[config.mk]
export PLATFORM = sky130hd
export DESIGN_NAME = timer_counter_match_capture
export DESIGN_NICKNAME = d
export VERILOG_FILES = /design/src/design/tmr_pkg.sv /design/src/design/timer_counter_match_capture.sv /design/src/design/tmr_sync_edge.sv /design/src/design/tmr_avalon_regs.sv
export SDC_FILE = /design/constraint.sdc
export NUM_CORES = 1
export LEC_CHECK = 0
export ABC_AREA = 1
export BUFFER_PORTS_ARGS = -buffer_cell sky130_fd_sc_hd__clkbuf_2
export CORE_ASPECT_RATIO = 1.25
export CORE_UTILIZATION = 50
export DETAILED_ROUTE_END_ITERATION = 10
export PLACE_DENSITY = 0.64
export SYNTH_ARGS = -nofsm -noshare
export SYNTH_HDL_FRONTEND = slang
export SYNTH_HIERARCHICAL = 1
export SYNTH_SLANG_ARGS = --single-unit
[constraint.sdc]
create_clock -name mclk_i -period 4.9 [get_ports mclk_i]
set_input_delay 0.49 -clock mclk_i [delete_from_list [all_inputs] [get_ports mclk_i]]
set_output_delay 0.49 -clock mclk_i [all_outputs]
set_load 0.02 [all_outputs]
[src/design/tmr_pkg.sv]
package tmr_pkg;
  // register word offsets (byte addresses on the avalon slave)
  localparam logic [5:0] OFS_IRQ_STAT   = 6'h00;
  localparam logic [5:0] OFS_CTRL       = 6'h04;
  localparam logic [5:0] OFS_COUNT      = 6'h08;
  localparam logic [5:0] OFS_PRESC      = 6'h0c;
  localparam logic [5:0] OFS_PRESC_CNT  = 6'h10;
  localparam logic [5:0] OFS_MATCH_CTRL = 6'h14;
  localparam logic [5:0] OFS_CAPT_CTRL  = 6'h18;
  localparam logic [5:0] OFS_EXT_CTRL   = 6'h1c;
  localparam logic [5:0] OFS_MATCH0     = 6'h20;
  localparam logic [5:0] OFS_CAPT0      = 6'h30;
  localparam logic [5:0] OFS_IRQ_MASK   = 6'h38;
  localparam logic [5:0] OFS_DMA_CTRL   = 6'h3c;

  // ctrl fields
  localparam int CTRL_EN_BIT   = 0;
  localparam int CTRL_RST_BIT  = 1;
  localparam int CTRL_MODE_LSB = 2; // 2 bits: count source select

  // count source encodings
  localparam logic [1:0] SRC_CLK     = 2'h0;
  localparam logic [1:0] SRC_EXT_RISE = 2'h1;
  localparam logic [1:0] SRC_EXT_FALL = 2'h2;
  localparam logic [1:0] SRC_EXT_BOTH = 2'h3;

  // match ctrl: 3 bits per channel
  localparam int MC_IRQ_BIT  = 0;
  localparam int MC_RST_BIT  = 1;
  localparam int MC_STOP_BIT = 2;
  localparam int MC_WIDTH    = 3;

  // capture ctrl: 3 bits per channel
  localparam int CC_RISE_BIT = 0;
  localparam int CC_FALL_BIT = 1;
  localparam int CC_IRQ_BIT  = 2;
  localparam int CC_WIDTH    = 3;

  // external output action: 2 bits per channel, bits 11:8 hold levels
  localparam logic [1:0] EXT_NONE   = 2'h0;
  localparam logic [1:0] EXT_LOW    = 2'h1;
  localparam logic [1:0] EXT_HIGH   = 2'h2;
  localparam logic [1:0] EXT_TOGGLE = 2'h3;
  localparam int EXT_LVL_LSB = 8;

  // irq status layout: bits 3:0 match, bits 5:4 capture
  localparam int IRQ_CAPT_LSB = 4;

  // reset values
  localparam logic [31:0] RST_ZERO = 32'h0000_0000;

  // read answer for unmapped offsets
  localparam logic [31:0] UNMAPPED_DATA = 32'h0000_0000;
endpackage

[src/design/timer_counter_match_capture.sv]
// Functional notes
// - a 32-bit count is advanced through a programmable 32-bit prescaler.
// - software selects counting of mclk cycles or of external clock edges.
// - two 32-bit capture channels snapshot the count on input transitions.
// - each capture channel may raise an interrupt, enabled per channel.
// - four 32-bit match registers are compared continuously with the count.
// - a match may keep counting while optionally raising an interrupt.
// - a match may halt counting, optionally raising an interrupt.
// - a match may return the count to zero, optionally raising an interrupt.
// - four match outputs go low, high, toggle or hold on their match.
// - at most two match channels may issue a timed dma request.
//
// Our own choices: the Avalon-MM register port and the placing of the registers.
module timer_counter_match_capture #(
  parameter int NUM_MATCH = 4,
  parameter int NUM_CAPT  = 2
) (
  input  wire logic                 mclk_i,
  input  wire logic                 rst_n_i,
  input  wire logic [5:0]           avs_address,
  input  wire logic                 avs_read,
  input  wire logic                 avs_write,
  input  wire logic [31:0]          avs_writedata,
  output logic      [31:0]          avs_readdata,
  output logic                      avs_waitrequest,
  input  wire logic                 ext_clk_i,
  input  wire logic [NUM_CAPT-1:0]  capt_i,
  output logic      [NUM_MATCH-1:0] match_o,
  output logic      [1:0]           dma_req_o,
  output logic                      irq_o
);
  logic                 acc;
  logic                 acc_wr;
  logic [31:0]          ctrl_q;
  logic [31:0]          count_q;
  logic [31:0]          presc_q;
  logic [31:0]          presc_cnt_q;
  logic [11:0]          match_ctrl_q;
  logic [5:0]           capt_ctrl_q;
  logic [7:0]           ext_ctrl_q;
  logic [31:0]          match_q [NUM_MATCH];
  logic [31:0]          capt_q [NUM_CAPT];
  logic [5:0]           irq_stat_q;
  logic [5:0]           irq_mask_q;
  logic [3:0]           dma_ctrl_q;
  logic [NUM_MATCH-1:0] match_lvl_q;
  logic [1:0]           dma_req_q;
  logic [NUM_MATCH-1:0] match_hit;
  logic [NUM_MATCH-1:0] match_edge_q;
  logic [NUM_CAPT-1:0]  capt_ev;
  logic [NUM_CAPT-1:0]  capt_rise;
  logic [NUM_CAPT-1:0]  capt_fall;
  logic                 ext_rise;
  logic                 ext_fall;
  logic                 src_tick;
  logic                 presc_wrap;
  logic                 any_stop;
  logic                 any_rst;
  logic                 wr_ctrl;

  // address decode helper used by every register write
  function automatic logic wr_at(input logic [5:0] ofs);
    return acc_wr && (avs_address == ofs);
  endfunction

  tmr_avalon_regs u_bus (
    .mclk_i         (mclk_i),
    .rst_n_i        (rst_n_i),
    .avs_address    (avs_address),
    .avs_read       (avs_read),
    .avs_write      (avs_write),
    .avs_waitrequest(avs_waitrequest),
    .acc_o          (acc),
    .acc_wr_o       (acc_wr)
  );

  // external count input through the synchroniser
  tmr_sync_edge u_ext_sync (
    .mclk_i (mclk_i),
    .rst_n_i(rst_n_i),
    .async_i(ext_clk_i),
    .level_o(),
    .rise_o (ext_rise),
    .fall_o (ext_fall)
  );

  // capture inputs through their synchronisers
  for (genvar c = 0; c < NUM_CAPT; c++) begin : g_capt_sync
    tmr_sync_edge u_sync (
      .mclk_i (mclk_i),
      .rst_n_i(rst_n_i),
      .async_i(capt_i[c]),
      .level_o(),
      .rise_o (capt_rise[c]),
      .fall_o (capt_fall[c])
    );
  end

  assign wr_ctrl = wr_at(tmr_pkg::OFS_CTRL);

  // count source selection
  always_comb begin
    unique case (ctrl_q[tmr_pkg::CTRL_MODE_LSB +: 2])
      tmr_pkg::SRC_CLK:      src_tick = 1'b1;
      tmr_pkg::SRC_EXT_RISE: src_tick = ext_rise;
      tmr_pkg::SRC_EXT_FALL: src_tick = ext_fall;
      tmr_pkg::SRC_EXT_BOTH: src_tick = ext_rise | ext_fall;
    endcase
  end

  // continuous compare; a hit counts once per count value, so a halted
  // count does not re-fire its match every cycle
  for (genvar m = 0; m < NUM_MATCH; m++) begin : g_match
    assign match_hit[m] = (count_q == match_q[m]) & ~match_edge_q[m];
  end

  always_comb begin
    any_stop = 1'b0;
    any_rst  = 1'b0;
    for (int m = 0; m < NUM_MATCH; m++) begin
      any_stop |= match_hit[m] & match_ctrl_q[m*3 + tmr_pkg::MC_STOP_BIT];
      any_rst  |= match_hit[m] & match_ctrl_q[m*3 + tmr_pkg::MC_RST_BIT];
    end
  end

  // remember which compares already fired for this count value
  always_ff @(posedge mclk_i) begin
    if (!rst_n_i) begin
      match_edge_q <= '0;
    end else begin
      for (int m = 0; m < NUM_MATCH; m++) begin
        match_edge_q[m] <= (count_q == match_q[m]);
      end
    end
  end

  assign presc_wrap = src_tick && (presc_cnt_q >= presc_q);

  // control register; a stop match clears the enable bit
  always_ff @(posedge mclk_i) begin
    if (!rst_n_i) begin
      ctrl_q <= tmr_pkg::RST_ZERO;
    end else if (any_stop) begin
      ctrl_q <= wr_ctrl ? avs_writedata : ctrl_q;
      ctrl_q[tmr_pkg::CTRL_EN_BIT] <= 1'b0;
    end else if (wr_ctrl) begin
      ctrl_q <= avs_writedata;
    end
  end

  // prescaler: divides the selected source, restarts at its limit
  always_ff @(posedge mclk_i) begin
    if (!rst_n_i) begin
      presc_cnt_q <= tmr_pkg::RST_ZERO;
    end else if (ctrl_q[tmr_pkg::CTRL_RST_BIT] || any_rst) begin
      presc_cnt_q <= tmr_pkg::RST_ZERO;
    end else if (ctrl_q[tmr_pkg::CTRL_EN_BIT] && src_tick) begin
      if (presc_wrap) begin
        presc_cnt_q <= tmr_pkg::RST_ZERO;
      end else begin
        presc_cnt_q <= presc_cnt_q + 32'h0000_0001;
      end
    end
  end

  // main count; reset match wins over the advance, stop freezes it
  always_ff @(posedge mclk_i) begin
    if (!rst_n_i) begin
      count_q <= tmr_pkg::RST_ZERO;
    end else if (ctrl_q[tmr_pkg::CTRL_RST_BIT] || any_rst) begin
      count_q <= tmr_pkg::RST_ZERO;
    end else if (any_stop) begin
      count_q <= count_q;
    end else if (ctrl_q[tmr_pkg::CTRL_EN_BIT] && presc_wrap) begin
      count_q <= count_q + 32'h0000_0001;
    end
  end

  // plain configuration registers
  always_ff @(posedge mclk_i) begin
    if (!rst_n_i) begin
      presc_q      <= tmr_pkg::RST_ZERO;
      match_ctrl_q <= 12'h000;
      capt_ctrl_q  <= 6'h00;
      ext_ctrl_q   <= 8'h00;
      irq_mask_q   <= 6'h00;
      dma_ctrl_q   <= 4'h0;
      for (int m = 0; m < NUM_MATCH; m++) begin
        match_q[m] <= tmr_pkg::RST_ZERO;
      end
    end else begin
      if (wr_at(tmr_pkg::OFS_PRESC)) begin
        presc_q <= avs_writedata;
      end
      if (wr_at(tmr_pkg::OFS_MATCH_CTRL)) begin
        match_ctrl_q <= avs_writedata[11:0];
      end
      if (wr_at(tmr_pkg::OFS_CAPT_CTRL)) begin
        capt_ctrl_q <= avs_writedata[5:0];
      end
      if (wr_at(tmr_pkg::OFS_EXT_CTRL)) begin
        ext_ctrl_q <= avs_writedata[7:0];
      end
      if (wr_at(tmr_pkg::OFS_IRQ_MASK)) begin
        irq_mask_q <= avs_writedata[5:0];
      end
      if (wr_at(tmr_pkg::OFS_DMA_CTRL)) begin
        dma_ctrl_q <= avs_writedata[3:0];
      end
      for (int m = 0; m < NUM_MATCH; m++) begin
        if (wr_at(tmr_pkg::OFS_MATCH0 + 6'(4*m))) begin
          match_q[m] <= avs_writedata;
        end
      end
    end
  end

  // capture: snapshot the count on the selected edges
  for (genvar c = 0; c < NUM_CAPT; c++) begin : g_capt
    assign capt_ev[c] =
      (capt_rise[c] & capt_ctrl_q[c*3 + tmr_pkg::CC_RISE_BIT]) |
      (capt_fall[c] & capt_ctrl_q[c*3 + tmr_pkg::CC_FALL_BIT]);
    always_ff @(posedge mclk_i) begin
      if (!rst_n_i) begin
        capt_q[c] <= tmr_pkg::RST_ZERO;
      end else if (capt_ev[c]) begin
        capt_q[c] <= count_q;
      end
    end
  end

  // sticky status; an event in the read-clear cycle stays set, and only
  // bits the read reported are cleared, so an event landing during the
  // wait cycle (after read data was loaded) is not lost
  always_ff @(posedge mclk_i) begin
    if (!rst_n_i) begin
      irq_stat_q <= 6'h00;
    end else begin
      for (int m = 0; m < NUM_MATCH; m++) begin
        if (match_hit[m] && match_ctrl_q[m*3 + tmr_pkg::MC_IRQ_BIT]) begin
          irq_stat_q[m] <= 1'b1;
        end else if (acc && !acc_wr && avs_readdata[m] &&
                     avs_address == tmr_pkg::OFS_IRQ_STAT) begin
          irq_stat_q[m] <= 1'b0;
        end
      end
      for (int c = 0; c < NUM_CAPT; c++) begin
        if (capt_ev[c] && capt_ctrl_q[c*3 + tmr_pkg::CC_IRQ_BIT]) begin
          irq_stat_q[tmr_pkg::IRQ_CAPT_LSB + c] <= 1'b1;
        end else if (acc && !acc_wr &&
                     avs_readdata[tmr_pkg::IRQ_CAPT_LSB + c] &&
                     avs_address == tmr_pkg::OFS_IRQ_STAT) begin
          irq_stat_q[tmr_pkg::IRQ_CAPT_LSB + c] <= 1'b0;
        end
      end
    end
  end

  assign irq_o = |(irq_stat_q & irq_mask_q);

  // match outputs; software may also preset the levels
  always_ff @(posedge mclk_i) begin
    if (!rst_n_i) begin
      match_lvl_q <= '0;
    end else begin
      for (int m = 0; m < NUM_MATCH; m++) begin
        if (match_hit[m]) begin
          unique case (ext_ctrl_q[m*2 +: 2])
            tmr_pkg::EXT_NONE:   match_lvl_q[m] <= match_lvl_q[m];
            tmr_pkg::EXT_LOW:    match_lvl_q[m] <= 1'b0;
            tmr_pkg::EXT_HIGH:   match_lvl_q[m] <= 1'b1;
            tmr_pkg::EXT_TOGGLE: match_lvl_q[m] <= ~match_lvl_q[m];
          endcase
        end else if (wr_at(tmr_pkg::OFS_EXT_CTRL)) begin
          match_lvl_q[m] <= avs_writedata[tmr_pkg::EXT_LVL_LSB + m];
        end
      end
    end
  end

  assign match_o = match_lvl_q;

  // dma: only match 0 and match 1 have a request line
  always_ff @(posedge mclk_i) begin
    if (!rst_n_i) begin
      dma_req_q <= 2'b00;
    end else begin
      for (int d = 0; d < 2; d++) begin
        if (match_hit[d] && dma_ctrl_q[d]) begin
          dma_req_q[d] <= 1'b1;
        end else if (dma_ctrl_q[2 + d]) begin
          dma_req_q[d] <= 1'b0;
        end else if (wr_at(tmr_pkg::OFS_DMA_CTRL)) begin
          dma_req_q[d] <= 1'b0;
        end
      end
    end
  end

  assign dma_req_o = dma_req_q;

  // registered read data, loaded during the wait cycle
  always_ff @(posedge mclk_i) begin
    if (!rst_n_i) begin
      avs_readdata <= tmr_pkg::RST_ZERO;
    end else if (avs_read && avs_waitrequest) begin
      unique case (avs_address)
        tmr_pkg::OFS_IRQ_STAT:   avs_readdata <= {26'h0, irq_stat_q};
        tmr_pkg::OFS_CTRL:       avs_readdata <= ctrl_q;
        tmr_pkg::OFS_COUNT:      avs_readdata <= count_q;
        tmr_pkg::OFS_PRESC:      avs_readdata <= presc_q;
        tmr_pkg::OFS_PRESC_CNT:  avs_readdata <= presc_cnt_q;
        tmr_pkg::OFS_MATCH_CTRL: avs_readdata <= {20'h0, match_ctrl_q};
        tmr_pkg::OFS_CAPT_CTRL:  avs_readdata <= {26'h0, capt_ctrl_q};
        tmr_pkg::OFS_EXT_CTRL:
          avs_readdata <= {20'h0, match_lvl_q, ext_ctrl_q};
        tmr_pkg::OFS_MATCH0:     avs_readdata <= match_q[0];
        6'h24:                   avs_readdata <= match_q[1];
        6'h28:                   avs_readdata <= match_q[2];
        6'h2c:                   avs_readdata <= match_q[3];
        tmr_pkg::OFS_CAPT0:      avs_readdata <= capt_q[0];
        6'h34:                   avs_readdata <= capt_q[1];
        tmr_pkg::OFS_IRQ_MASK:   avs_readdata <= {26'h0, irq_mask_q};
        tmr_pkg::OFS_DMA_CTRL:   avs_readdata <= {28'h0, dma_ctrl_q};
        default:                 avs_readdata <= tmr_pkg::UNMAPPED_DATA;
      endcase
    end
  end
endmodule

[src/design/tmr_sync_edge.sv]
// two-flop synchroniser followed by edge detection on the second flop
module tmr_sync_edge (
  input  wire logic mclk_i,
  input  wire logic rst_n_i,
  input  wire logic async_i,
  output logic      level_o,
  output logic      rise_o,
  output logic      fall_o
);
  logic meta_q;
  logic sync_q;
  logic prev_q;

  // first flop feeds only the second one
  always_ff @(posedge mclk_i) begin
    if (!rst_n_i) begin
      meta_q <= 1'b0;
      sync_q <= 1'b0;
      prev_q <= 1'b0;
    end else begin
      meta_q <= async_i;
      sync_q <= meta_q;
      prev_q <= sync_q;
    end
  end

  // edges seen on the synchronised level only
  assign level_o = sync_q;
  assign rise_o  = sync_q & ~prev_q;
  assign fall_o  = ~sync_q & prev_q;
endmodule

[src/design/tmr_avalon_regs.sv]
// avalon-mm slave front end: one wait cycle, then the access completes
module tmr_avalon_regs (
  input  wire logic        mclk_i,
  input  wire logic        rst_n_i,
  input  wire logic [5:0]  avs_address,
  input  wire logic        avs_read,
  input  wire logic        avs_write,
  output logic             avs_waitrequest,
  output logic             acc_o,
  output logic             acc_wr_o
);
  logic pend_q;

  // a request is held one cycle, then acknowledged; a slower but simple
  // timing keeps read data fully registered
  always_ff @(posedge mclk_i) begin
    if (!rst_n_i) begin
      pend_q <= 1'b0;
    end else if (pend_q) begin
      pend_q <= 1'b0;
    end else begin
      pend_q <= avs_read | avs_write;
    end
  end

  assign avs_waitrequest = (avs_read | avs_write) & ~pend_q;
  assign acc_o           = pend_q & (avs_read | avs_write);
  assign acc_wr_o        = pend_q & avs_write;
endmodule

# Yosys cells after proc, flatten, opt, wreduce, memory -nomap -nowiden
# Memories as Yosys holds them, arrays and structs flattened.
# Index checks and enable logic that the tools add are counted.
# totals
register_bits	222
out_inout_bits	40
ramBits	192
in_bits	45
n_memories	2
# memory_table
name	depth	width	rd	rd_clocked_by_memory_dff	wr	line_no	source
match_q	4	32	4	0	4	timer_counter_match_capture.sv:41	logic [31:0] match_q [NUM_MATCH];
capt_q	2	32	2	0	2	timer_counter_match_capture.sv:42	logic [31:0] capt_q [NUM_CAPT];
# classes
n_eq_ne	38
bitwise	59
n_lt_le_gt_ge	1
reduce_logical	65
mux	58
addsub	2
# op_table
op	count
$pmux 32 s16	1
$mux 32	8
$eq 32x32->1	4
$add 32x1->32 const B	2
$eq 6x6->1 const B	8
$mux 1	44
$logic_and 1x1->1	36
$ge 32x32->1	1
$and 1x1->1	25
$eq 6x5->1 const B	4
$eq 2x2->1 const B	10
$reduce_bool 2->1	10
$not 1->1	17
$or 1x1->1	16
$eq 6x4->1 const B	2
$pmux 1 s3	4
$eq 2x1->1 const B	5
$logic_not 2->1	5
$reduce_and 2->1	5
$ne 2x2->1 const B	4
$and 6x6->6	1
$eq 6x3->1 const B	1
$logic_not 6->1	1
$reduce_bool 3->1	2
other kinds (5)	7

# Depth between registers and ports, before layout
# Gate-level depths: netlist (run 1).
# logic_depth
depth_word	8
mapped_depth	18
depth_no_buf	17

# Cells and area by module
# Netlist (run 1), hierarchy kept.
# modules_own_cells
mod	n_inst	cells_each	area_per_inst_um2
timer_counter_match_capture	1	2577	20781.2
tmr_sync_edge	3	13	100.1
tmr_avalon_regs	1	9	52.6

# Least setup slack after synthesis (run 1)
# No wires, ideal clock.
# synth_path
path_type	input to register
start	input port avs_address[5]
end	memory match_q[0][0] (enable)
t_required_ps	4434
slack_ps	932
arrival_ps	3502
n_path_buf	1
stages	7
setup_ps	466
path_cell_list	inv_1 > nor2_1 > inv_1 > nor2_1 > inv_1 > buf_2 > o21ai_0
# synth_lines
item	line_no	source
from (decl)	timer_counter_match_capture.sv:20	input wire logic [5:0] avs_address,
to (decl)	timer_counter_match_capture.sv:41	

# Final worst setup path (run 1)
# layout_path
start	register count_q[23]
end	register count_q[7]
# layout_between
elab_chain_cells	8
word_cells_on_any_way	26
# layout_lines
item	line_no	source
from (decl)	timer_counter_match_capture.sv:35	logic [31:0] count_q;
from (signal assigned)	timer_counter_match_capture.sv:169	count_q <= tmr_pkg::RST_ZERO;
from (signal assigned)	timer_counter_match_capture.sv:171	count_q <= tmr_pkg::RST_ZERO;
from (signal assigned)	timer_counter_match_capture.sv:173	count_q <= count_q;
$eq 32x32->1	timer_counter_match_capture.sv:114	assign match_hit[m] = (count_q == match_q[m]) & ~match_edge_q[m];
$and 1x1->1	timer_counter_match_capture.sv:114	
$and 1x1->1, on equally long branches	timer_counter_match_capture.sv:122, timer_counter_match_capture.sv:121	
$or 1x1->1, on equally long branches (3 in series)	timer_counter_match_capture.sv:122, timer_counter_match_capture.sv:121	
$logic_or 1x1->1 / $not 1->1 (equally long branches)	--	
$reduce_or 2->1 (no line) / $reduce_and 2->1 (equally long branches)	--	
# Several ways; a longest one is shown, not always the timed one.
# A chain may end at the register's enable or synchronous reset.

==> results of run 1 <==
-- power by group --
group / switching [uW] / total (uW) / internal (uW) / leakage [uW]
sequential: 44.4 / 3730 / 3680 / 0.00373
combinational: 266 / 342 / 76.1 / 0.00456
clock: 1480 / 3520 / 2050 / 0.000721
total: 1790 / 7590 / 5800 / 0.00900
-- per-stage QoR --
stage / area, um2 / total power (uW) / setup slack [ns] / hold WS (ns) / cells
floorplan: 21100 / 3970 / 0.932 / 0.390 / 2625
global placement: 21900 / 4130 / 1.39 / 0.397 / 3153
detailed placement: 21900 / 4130 / 1.41 / 0.400 / 3153
CTS: 23300 / 7600 / 1.76 / 0.0588 / 3235
global route: 23300 / 7750 / 1.54 / 0.0843 / 3235
finish: 23300 / 7590 / 1.69 / 0.0720 / 3235
-- cell usage after synthesis (9+ instances only) --
library cell,n,area share
xor2_1,51,0.021
inv_1,259,0.046
nand2_1,565,0.10
nand3_1,99,0.023
dfxtp_1,222,0.21
edfxtp_1,192,0.27
o21ai_0,142,0.034
o22ai_1,38,0.011
buf_4,22,0.0078
a221oi_1,41,0.017
buf_2,33,0.0078
clkbuf_1,76,0.013
nor4_1,9,0.0027
nor2_1,325,0.058
nor3_1,31,0.0073
nor2_2,20,0.0059
o2111ai_1,9,0.0037
a21oi_1,207,0.049
xnor2_1,76,0.031
a22oi_1,25,0.0089
inv_2,16,0.0028
nand4_1,51,0.015
ha_1,34,0.020
nand3b_1,20,0.0071
-- cell type report --
type,instances,area (um2),share of cell area
sequential,414,10200,0.437
multi-input combinational,1788,9220,0.395
clock buffer,59,1200,0.0514
inverter,280,1060,0.0452
tap,552,691,0.0296
timing repair buffer,119,686,0.0294
clock inverter,23,283,0.0121
-- metal layers --
| layer | vias to the layer above | wire, um | share of wire | GRT usage |
|---|---|---|---|---|
| met3 | 317 | 7170 | 0.089 | 0.0576 |
| met5 | - | 15 | 0.00019 | 0 |
| met2 | 1144 | 36600 | 0.45 | 0.592 |
| met4 | 2 | 7870 | 0.097 | 0.323 |
| met1 | 9040 | 29400 | 0.36 | 0.456 |
| li1 | 8775 | - | - | - |
-- path summary, 6_finish.rpt --
path / start / to / slack (ns)
worst min-delay path: ext_clk_i / u_ext_sync/meta_q / 0.07
worst min register to register: g_capt_sync[0].u_sync/meta_q / g_capt_sync[0].u_sync/level_o / 0.41
worst max-delay path: count_q[23] / count_q[7] / 1.69
worst max register to register: count_q[23] / count_q[7] / 1.69
-- cell usage in the layout, fill, tap and decap left out, types with 41 or more instances in the layout --
cell type  netlist  final
nand2_1        565    564
nor2_1         325    323
inv_1          259    258
dfxtp_1        222    222
a21oi_1        207    207
edfxtp_1       192    192
o21ai_0        142    138
nand3_1         99     99
clkbuf_2         0     83
xnor2_1         76     76
nand4_1         51     51
xor2_1          51     51
clkbuf_16        0     45
a221oi_1        41     41
-- cells by family after synthesis --
| kind of cell | count (synthesis) | synth area share |
|---|---|---|
| AND/OR/NAND/NOR | 1138 | 0.227 |
| AO/OA/AOI/OAI | 489 | 0.134 |
| buffers and inverters | 423 | 0.0837 |
| flip-flops | 414 | 0.483 |
| XOR/XNOR | 127 | 0.0526 |
| adder cells (fa/ha/maj) | 34 | 0.0201 |
-- flip-flops by register name (all words and copies together) (netlist names) --
register,cells
presc_q,32
capt_q,64
irq_mask_q,6
match_o,4
g_capt_sync.u_sync/meta_q,2
dma_req_o,2
ext_ctrl_q,8
g_capt_sync.u_sync/prev_q,2
presc_cnt_q,32
avs_readdata,32
dma_ctrl_q,4
irq_stat_q,6
match_q,128
u_ext_sync/prev_q,1
u_bus/pend_q,1
match_edge_q,4
u_ext_sync/level_o,1
match_ctrl_q,12
u_ext_sync/meta_q,1
capt_ctrl_q,6
g_capt_sync.u_sync/level_o,2
ctrl_q,32
count_q,32
-- critical path: cells and delay by family, from the launching register on --
family	cells	cell delay [ns]
buf+inv	3	1.04
compound gates	1	0.09
flops	1	0.53
simple gates	10	1.35
==> results.py, run 1 <==
metrics = {
    "placed_design": {
        "routabilityCongestion": 1.02,
        "dp_hpwl_um": 56900,
        "io_buffers": 84,
    },
    "clock_tree": {
        "cts_max_level": 2,
        "cts_root_buffer": "clkbuf_16",
        "cts_resized": 0,
        "clock_latency_ns": 0.60,
        "clockBufferDepth": 3,
        "cts_hold_buffers": 0,
        "cts_tree": "yes",
        "cts_buffers": 44,
        "post-cts-setup-buffers": 0,
        "clk_pin_slew_ns": 0.06,
        "cts.sinks": 414,
    },
    "yosys": {
        "ys_warn_count": 6,
        "async_flop_share": 0,
        "ys.flop_type": "dfxtp_1",
        "synth_nets": 2704,
        "synth_area_mm2": 0.0211,
        "syn_area_per_cell_um2": 8.05,
        "synthCells": 2625,
        "synthDistinctLibCells": 47,
        "synth_edf_count": 192,
        "synth_seq_cells": 414,
        "seq_area_frac_synth": 0.483,
    },
    "die": {
        "dieArea_mm2": 0.0431,
        "placementRows": 83,
        "io_pins": 85,
        "start_util": 0.511,
        "die-height_um": 232,
        "core_area_mm2": 0.0413,
        "die_x_um": 186,
    },
    "min_path": {
        "hold_path_depth": 3,
        "min_path_type": "input port to flip-flop",
    },
    "timing": {
        "fin_crit_sh": 0.655,
        "rsz0062_at_grt": "false",
        "maxSlewHeadroom": 0.120,
        "worst_pin_slew_ns": 1.32,
        "hold_violations": 0,
        "setup_viol": 0,
        "max_freq_ghz": 0.311,
        "tns_ns": 0,
        "fin_skew_ns": 0.0244,
        "finalMaxSlewViolations": 0,
        "layout_min_cycle_time_ns": 3.21,
    },
    "detailed_routing": {
        "vias_per_cell": 5.96,
        "drt_iter0_drc": 2322,
        "routedWlPerCell_um": 25.0,
        "drc": 0,
        "wl_um": 81000,
        "dr.pass1.iters": 7,
        "vias": 19300,
        "ant_nets": 0,
    },
    "critical_path": {
        "reg2reg_depth": 14,
        "cp-start-kind": "flip-flop",
        "cp.arrival_ns": 3.65,
        "slowest_stage": "inv_2",
        "cp-end-kind": "flip-flop",
        "crit_top_cell": "nand2_1",
        "path_cells": "inv_2 > nand2_1 > nand4_1 > nor2_1 > nand2_1 > nor2_1 > nand2_1 > nor2_2 > nand2_1 > nand2_1 > nor2_2 > buf_4 > inv_2 > a21oi_1",
        "path_class": "flip-flop to flip-flop",
        "crit_required_ns": 5.34,
        "slowest_delay_ns": 0.65,
        "worst-path-max-fanout": 36,
    },
    "power": {
        "power_density_mw_per_mm2": 325,
        "p_leak_uw": 0.00900,
        "ir_worst_vdd_uv": 296,
    },
    "finish": {
        "syn_to_final_growth_pct": 10.4,
        "fill_cells": 3917,
        "fin_nets": 2726,
        "drive_gt1_frac": 0.0909,
        "diodes": 0,
        "post-route-util": 0.565,
    },
    "global_routing": {
        "gr-total-overflow": 0,
        "grt_pass1_vias": 18300,
        "grt_usage": 0.379,
        "antenna_found_initial": 1,
        "grt_pass1_wl_um": 118000,
        "grt_max_degree": 65,
    },
    "status": {
        "outcome": "complete, no violations",
    },
    "flow_run": {
        "maxCapViolCount": 0,
    },
}
Power figures use the tool's default switching activity.
==> run 2: changes to the inputs <==
Settings changed: PLACE_DENSITY 0.64 to 0.66.
Clock period 4.9 ns to 2.6 ns, I/O delays scaled along.
==> results.py, run 2 (synthesis gave the netlist of run 1 again) <==
metrics = {
    "timing": {
        "maxSlewHeadroom": 0.296,
        "tns_ns": 0,
        "layout_min_cycle_time_ns": 2.43,
        "fin_crit_sh": 0.933,
        "worst_pin_slew_ns": 1.06,
        "worst_hold_slack_ns": 0.0472,
        "hold_violations": 0,
        "finalMaxSlewViolations": 0,
        "fin_skew_ns": 0.0276,
        "setup_viol": 0,
        "max_freq_ghz": 0.412,
        "rsz0062_at_grt": "false",
    },
    "finish": {
        "diodes": 0,
        "drive_gt1_frac": 0.125,
        "fill_cells": 3799,
        "final_common_cell": "nand2_1",
        "largest_reg_flops": 128,
        "design_area_mm2": 0.0245,
        "layout_common_cells": "nand2_1, nor2_1, inv_1",
        "syn_to_final_growth_pct": 16.0,
        "regMostFlops": "match_q",
        "fin_nets": 2838,
        "reg_top3": "match_q (128), capt_q (64)",
    },
    "detailed_routing": {
        "met3_length_um": 6170,
        "met1Wirelength_um": 28500,
        "routedWlPerCell_um": 23.0,
        "met2WireLength_um": 35500,
        "vias": 19700,
        "ant_nets": 0,
        "drc": 0,
        "wl_um": 76900,
        "drt_iter0_drc": 2350,
        "routed.top_layer": "met4",
        "vias_per_cell": 5.88,
        "dr.pass1.iters": 7,
    },
    "global_routing": {
        "grt_pass1_vias": 18700,
        "grt_pass1_wl_um": 113000,
        "grt_max_degree": 72,
        "grt_usage": 0.358,
        "antenna_found_initial": 0,
        "gr-total-overflow": 0,
    },
    "critical_path": {
        "crit_required_ns": 3.03,
        "path_class": "flip-flop to flip-flop",
        "cp.arrival_ns": 2.86,
        "cp-end-kind": "flip-flop",
        "worst-path-max-fanout": 36,
        "cp-start-kind": "flip-flop",
    },
    "clock_tree": {
        "post-cts-setup-buffers": 0,
        "cts_buffers": 43,
        "cts.sinks": 414,
        "cts_root_buffer": "clkbuf_16",
        "clock_latency_ns": 0.57,
        "clk_pin_slew_ns": 0.06,
        "cts_max_level": 2,
        "cts_tree": "yes",
        "clockBufferDepth": 3,
    },
    "placed_design": {
        "routabilityCongestion": 0.994,
        "dp_hpwl_um": 55400,
        "dpl_cell_area_mm2": 0.0229,
        "io_buffers": 84,
    },
    "die": {
        "start_util": 0.511,
        "io_pins": 85,
        "placementRows": 83,
        "die-height_um": 232,
        "core_area_mm2": 0.0413,
        "dieArea_mm2": 0.0431,
        "die_x_um": 186,
    },
    "status": {
        "outcome": "complete, no violations",
    },
    "power": {
        "ir_worst_vdd_uv": 544,
        "power_density_mw_per_mm2": 593,
        "p_leak_uw": 0.00967,
    },
    "flow_run": {
        "maxCapViolCount": 0,
    },
    "min_path": {
        "min_path_type": "input port to flip-flop",
    },
}
==> run 2: changes by cell type in the layout (fill, tap and decap cells not counted), moves of 2 or more <==
cell,previous run,this run
inv_6,3,1
buf_4,36,122
clkbuf_1,12,7
bufinv_16,6,10
dlygate4sd3_1,0,8
clkinv_8,0,2
buf_12,0,18
inv_2,17,15
==> run 2: what timing repair did <==
action,CTS,global route
endpoints found under the setup margin,0,3
endpoints found under the hold margin,7,0
hold buffers,8,0
gates resized for setup,0,2
==> run 2: report_power, final <==
| group | internal, uW | switching (uW) | leakage, uW |
|---|---|---|---|
| combinational | 186 | 493 | 0.00519 |
| sequential | 6930 | 76.0 | 0.00373 |
| clock | 4110 | 2730 | 0.000750 |
| total | 11200 | 3300 | 0.00967 |
==> run 2: metrics by stage <==
step	setup slack, ns	utilization	power (uW)	cells
2_1_floorplan	0.343	-	7470	2625
3_3_place_gp	0.275	0.553	7790	3257
3_5_place_dp	0.245	0.553	7800	3257
4_1_cts	0.216	0.592	14500	3344
5_1_grt	0.0231	0.593	14900	3345
6_report	0.174	0.593	14500	3345
==> run 2: metal layers <==
layer  global-route usage  vias to the layer above
met5                    0                        -
met4                0.281                        0
met3               0.0434                      273
met2                0.578                     1126
met1                0.432                     9274
li1                     -                     9003
==> run 2: final timing paths <==
kind,slack (ns),endpoint,from,cells after the start
worst min-delay path,0.05,presc_q[27],avs_writedata[27],3
worst max-delay path,0.17,count_q[14],count_q[14],15
worst max register to register,0.17,count_q[14],count_q[14],15
worst min register to register,0.41,u_ext_sync/level_o,u_ext_sync/meta_q,2
==> run 2: worst max-delay path, cell delays in order, from the launching register on <==
cell and delay [ns]:
dfxtp_1 0.49, buf_4 0.20, xnor2_1 0.11, nand2_1 0.07, nor2_1 0.22, nand2_1 0.09, nor2_1 0.18, buf_4 0.14
nand2_1 0.09, nor2_4 0.12, nand2_1 0.07, nand3_2 0.08, nor2_2 0.06, inv_2 0.06, buf_12 0.21, a21oi_1 0.08
==> run 2: area by class of cell <==
type / count / area (um2) / area share
multi-input combinational: 1788 / 9220 / 0.376
tap: 552 / 691 / 0.0282
clock buffer: 52 / 1130 / 0.0461
timing repair buffer: 232 / 1800 / 0.0733
sequential: 414 / 10200 / 0.416
inverter: 280 / 1060 / 0.0432
clock inverter: 27 / 415 / 0.0169
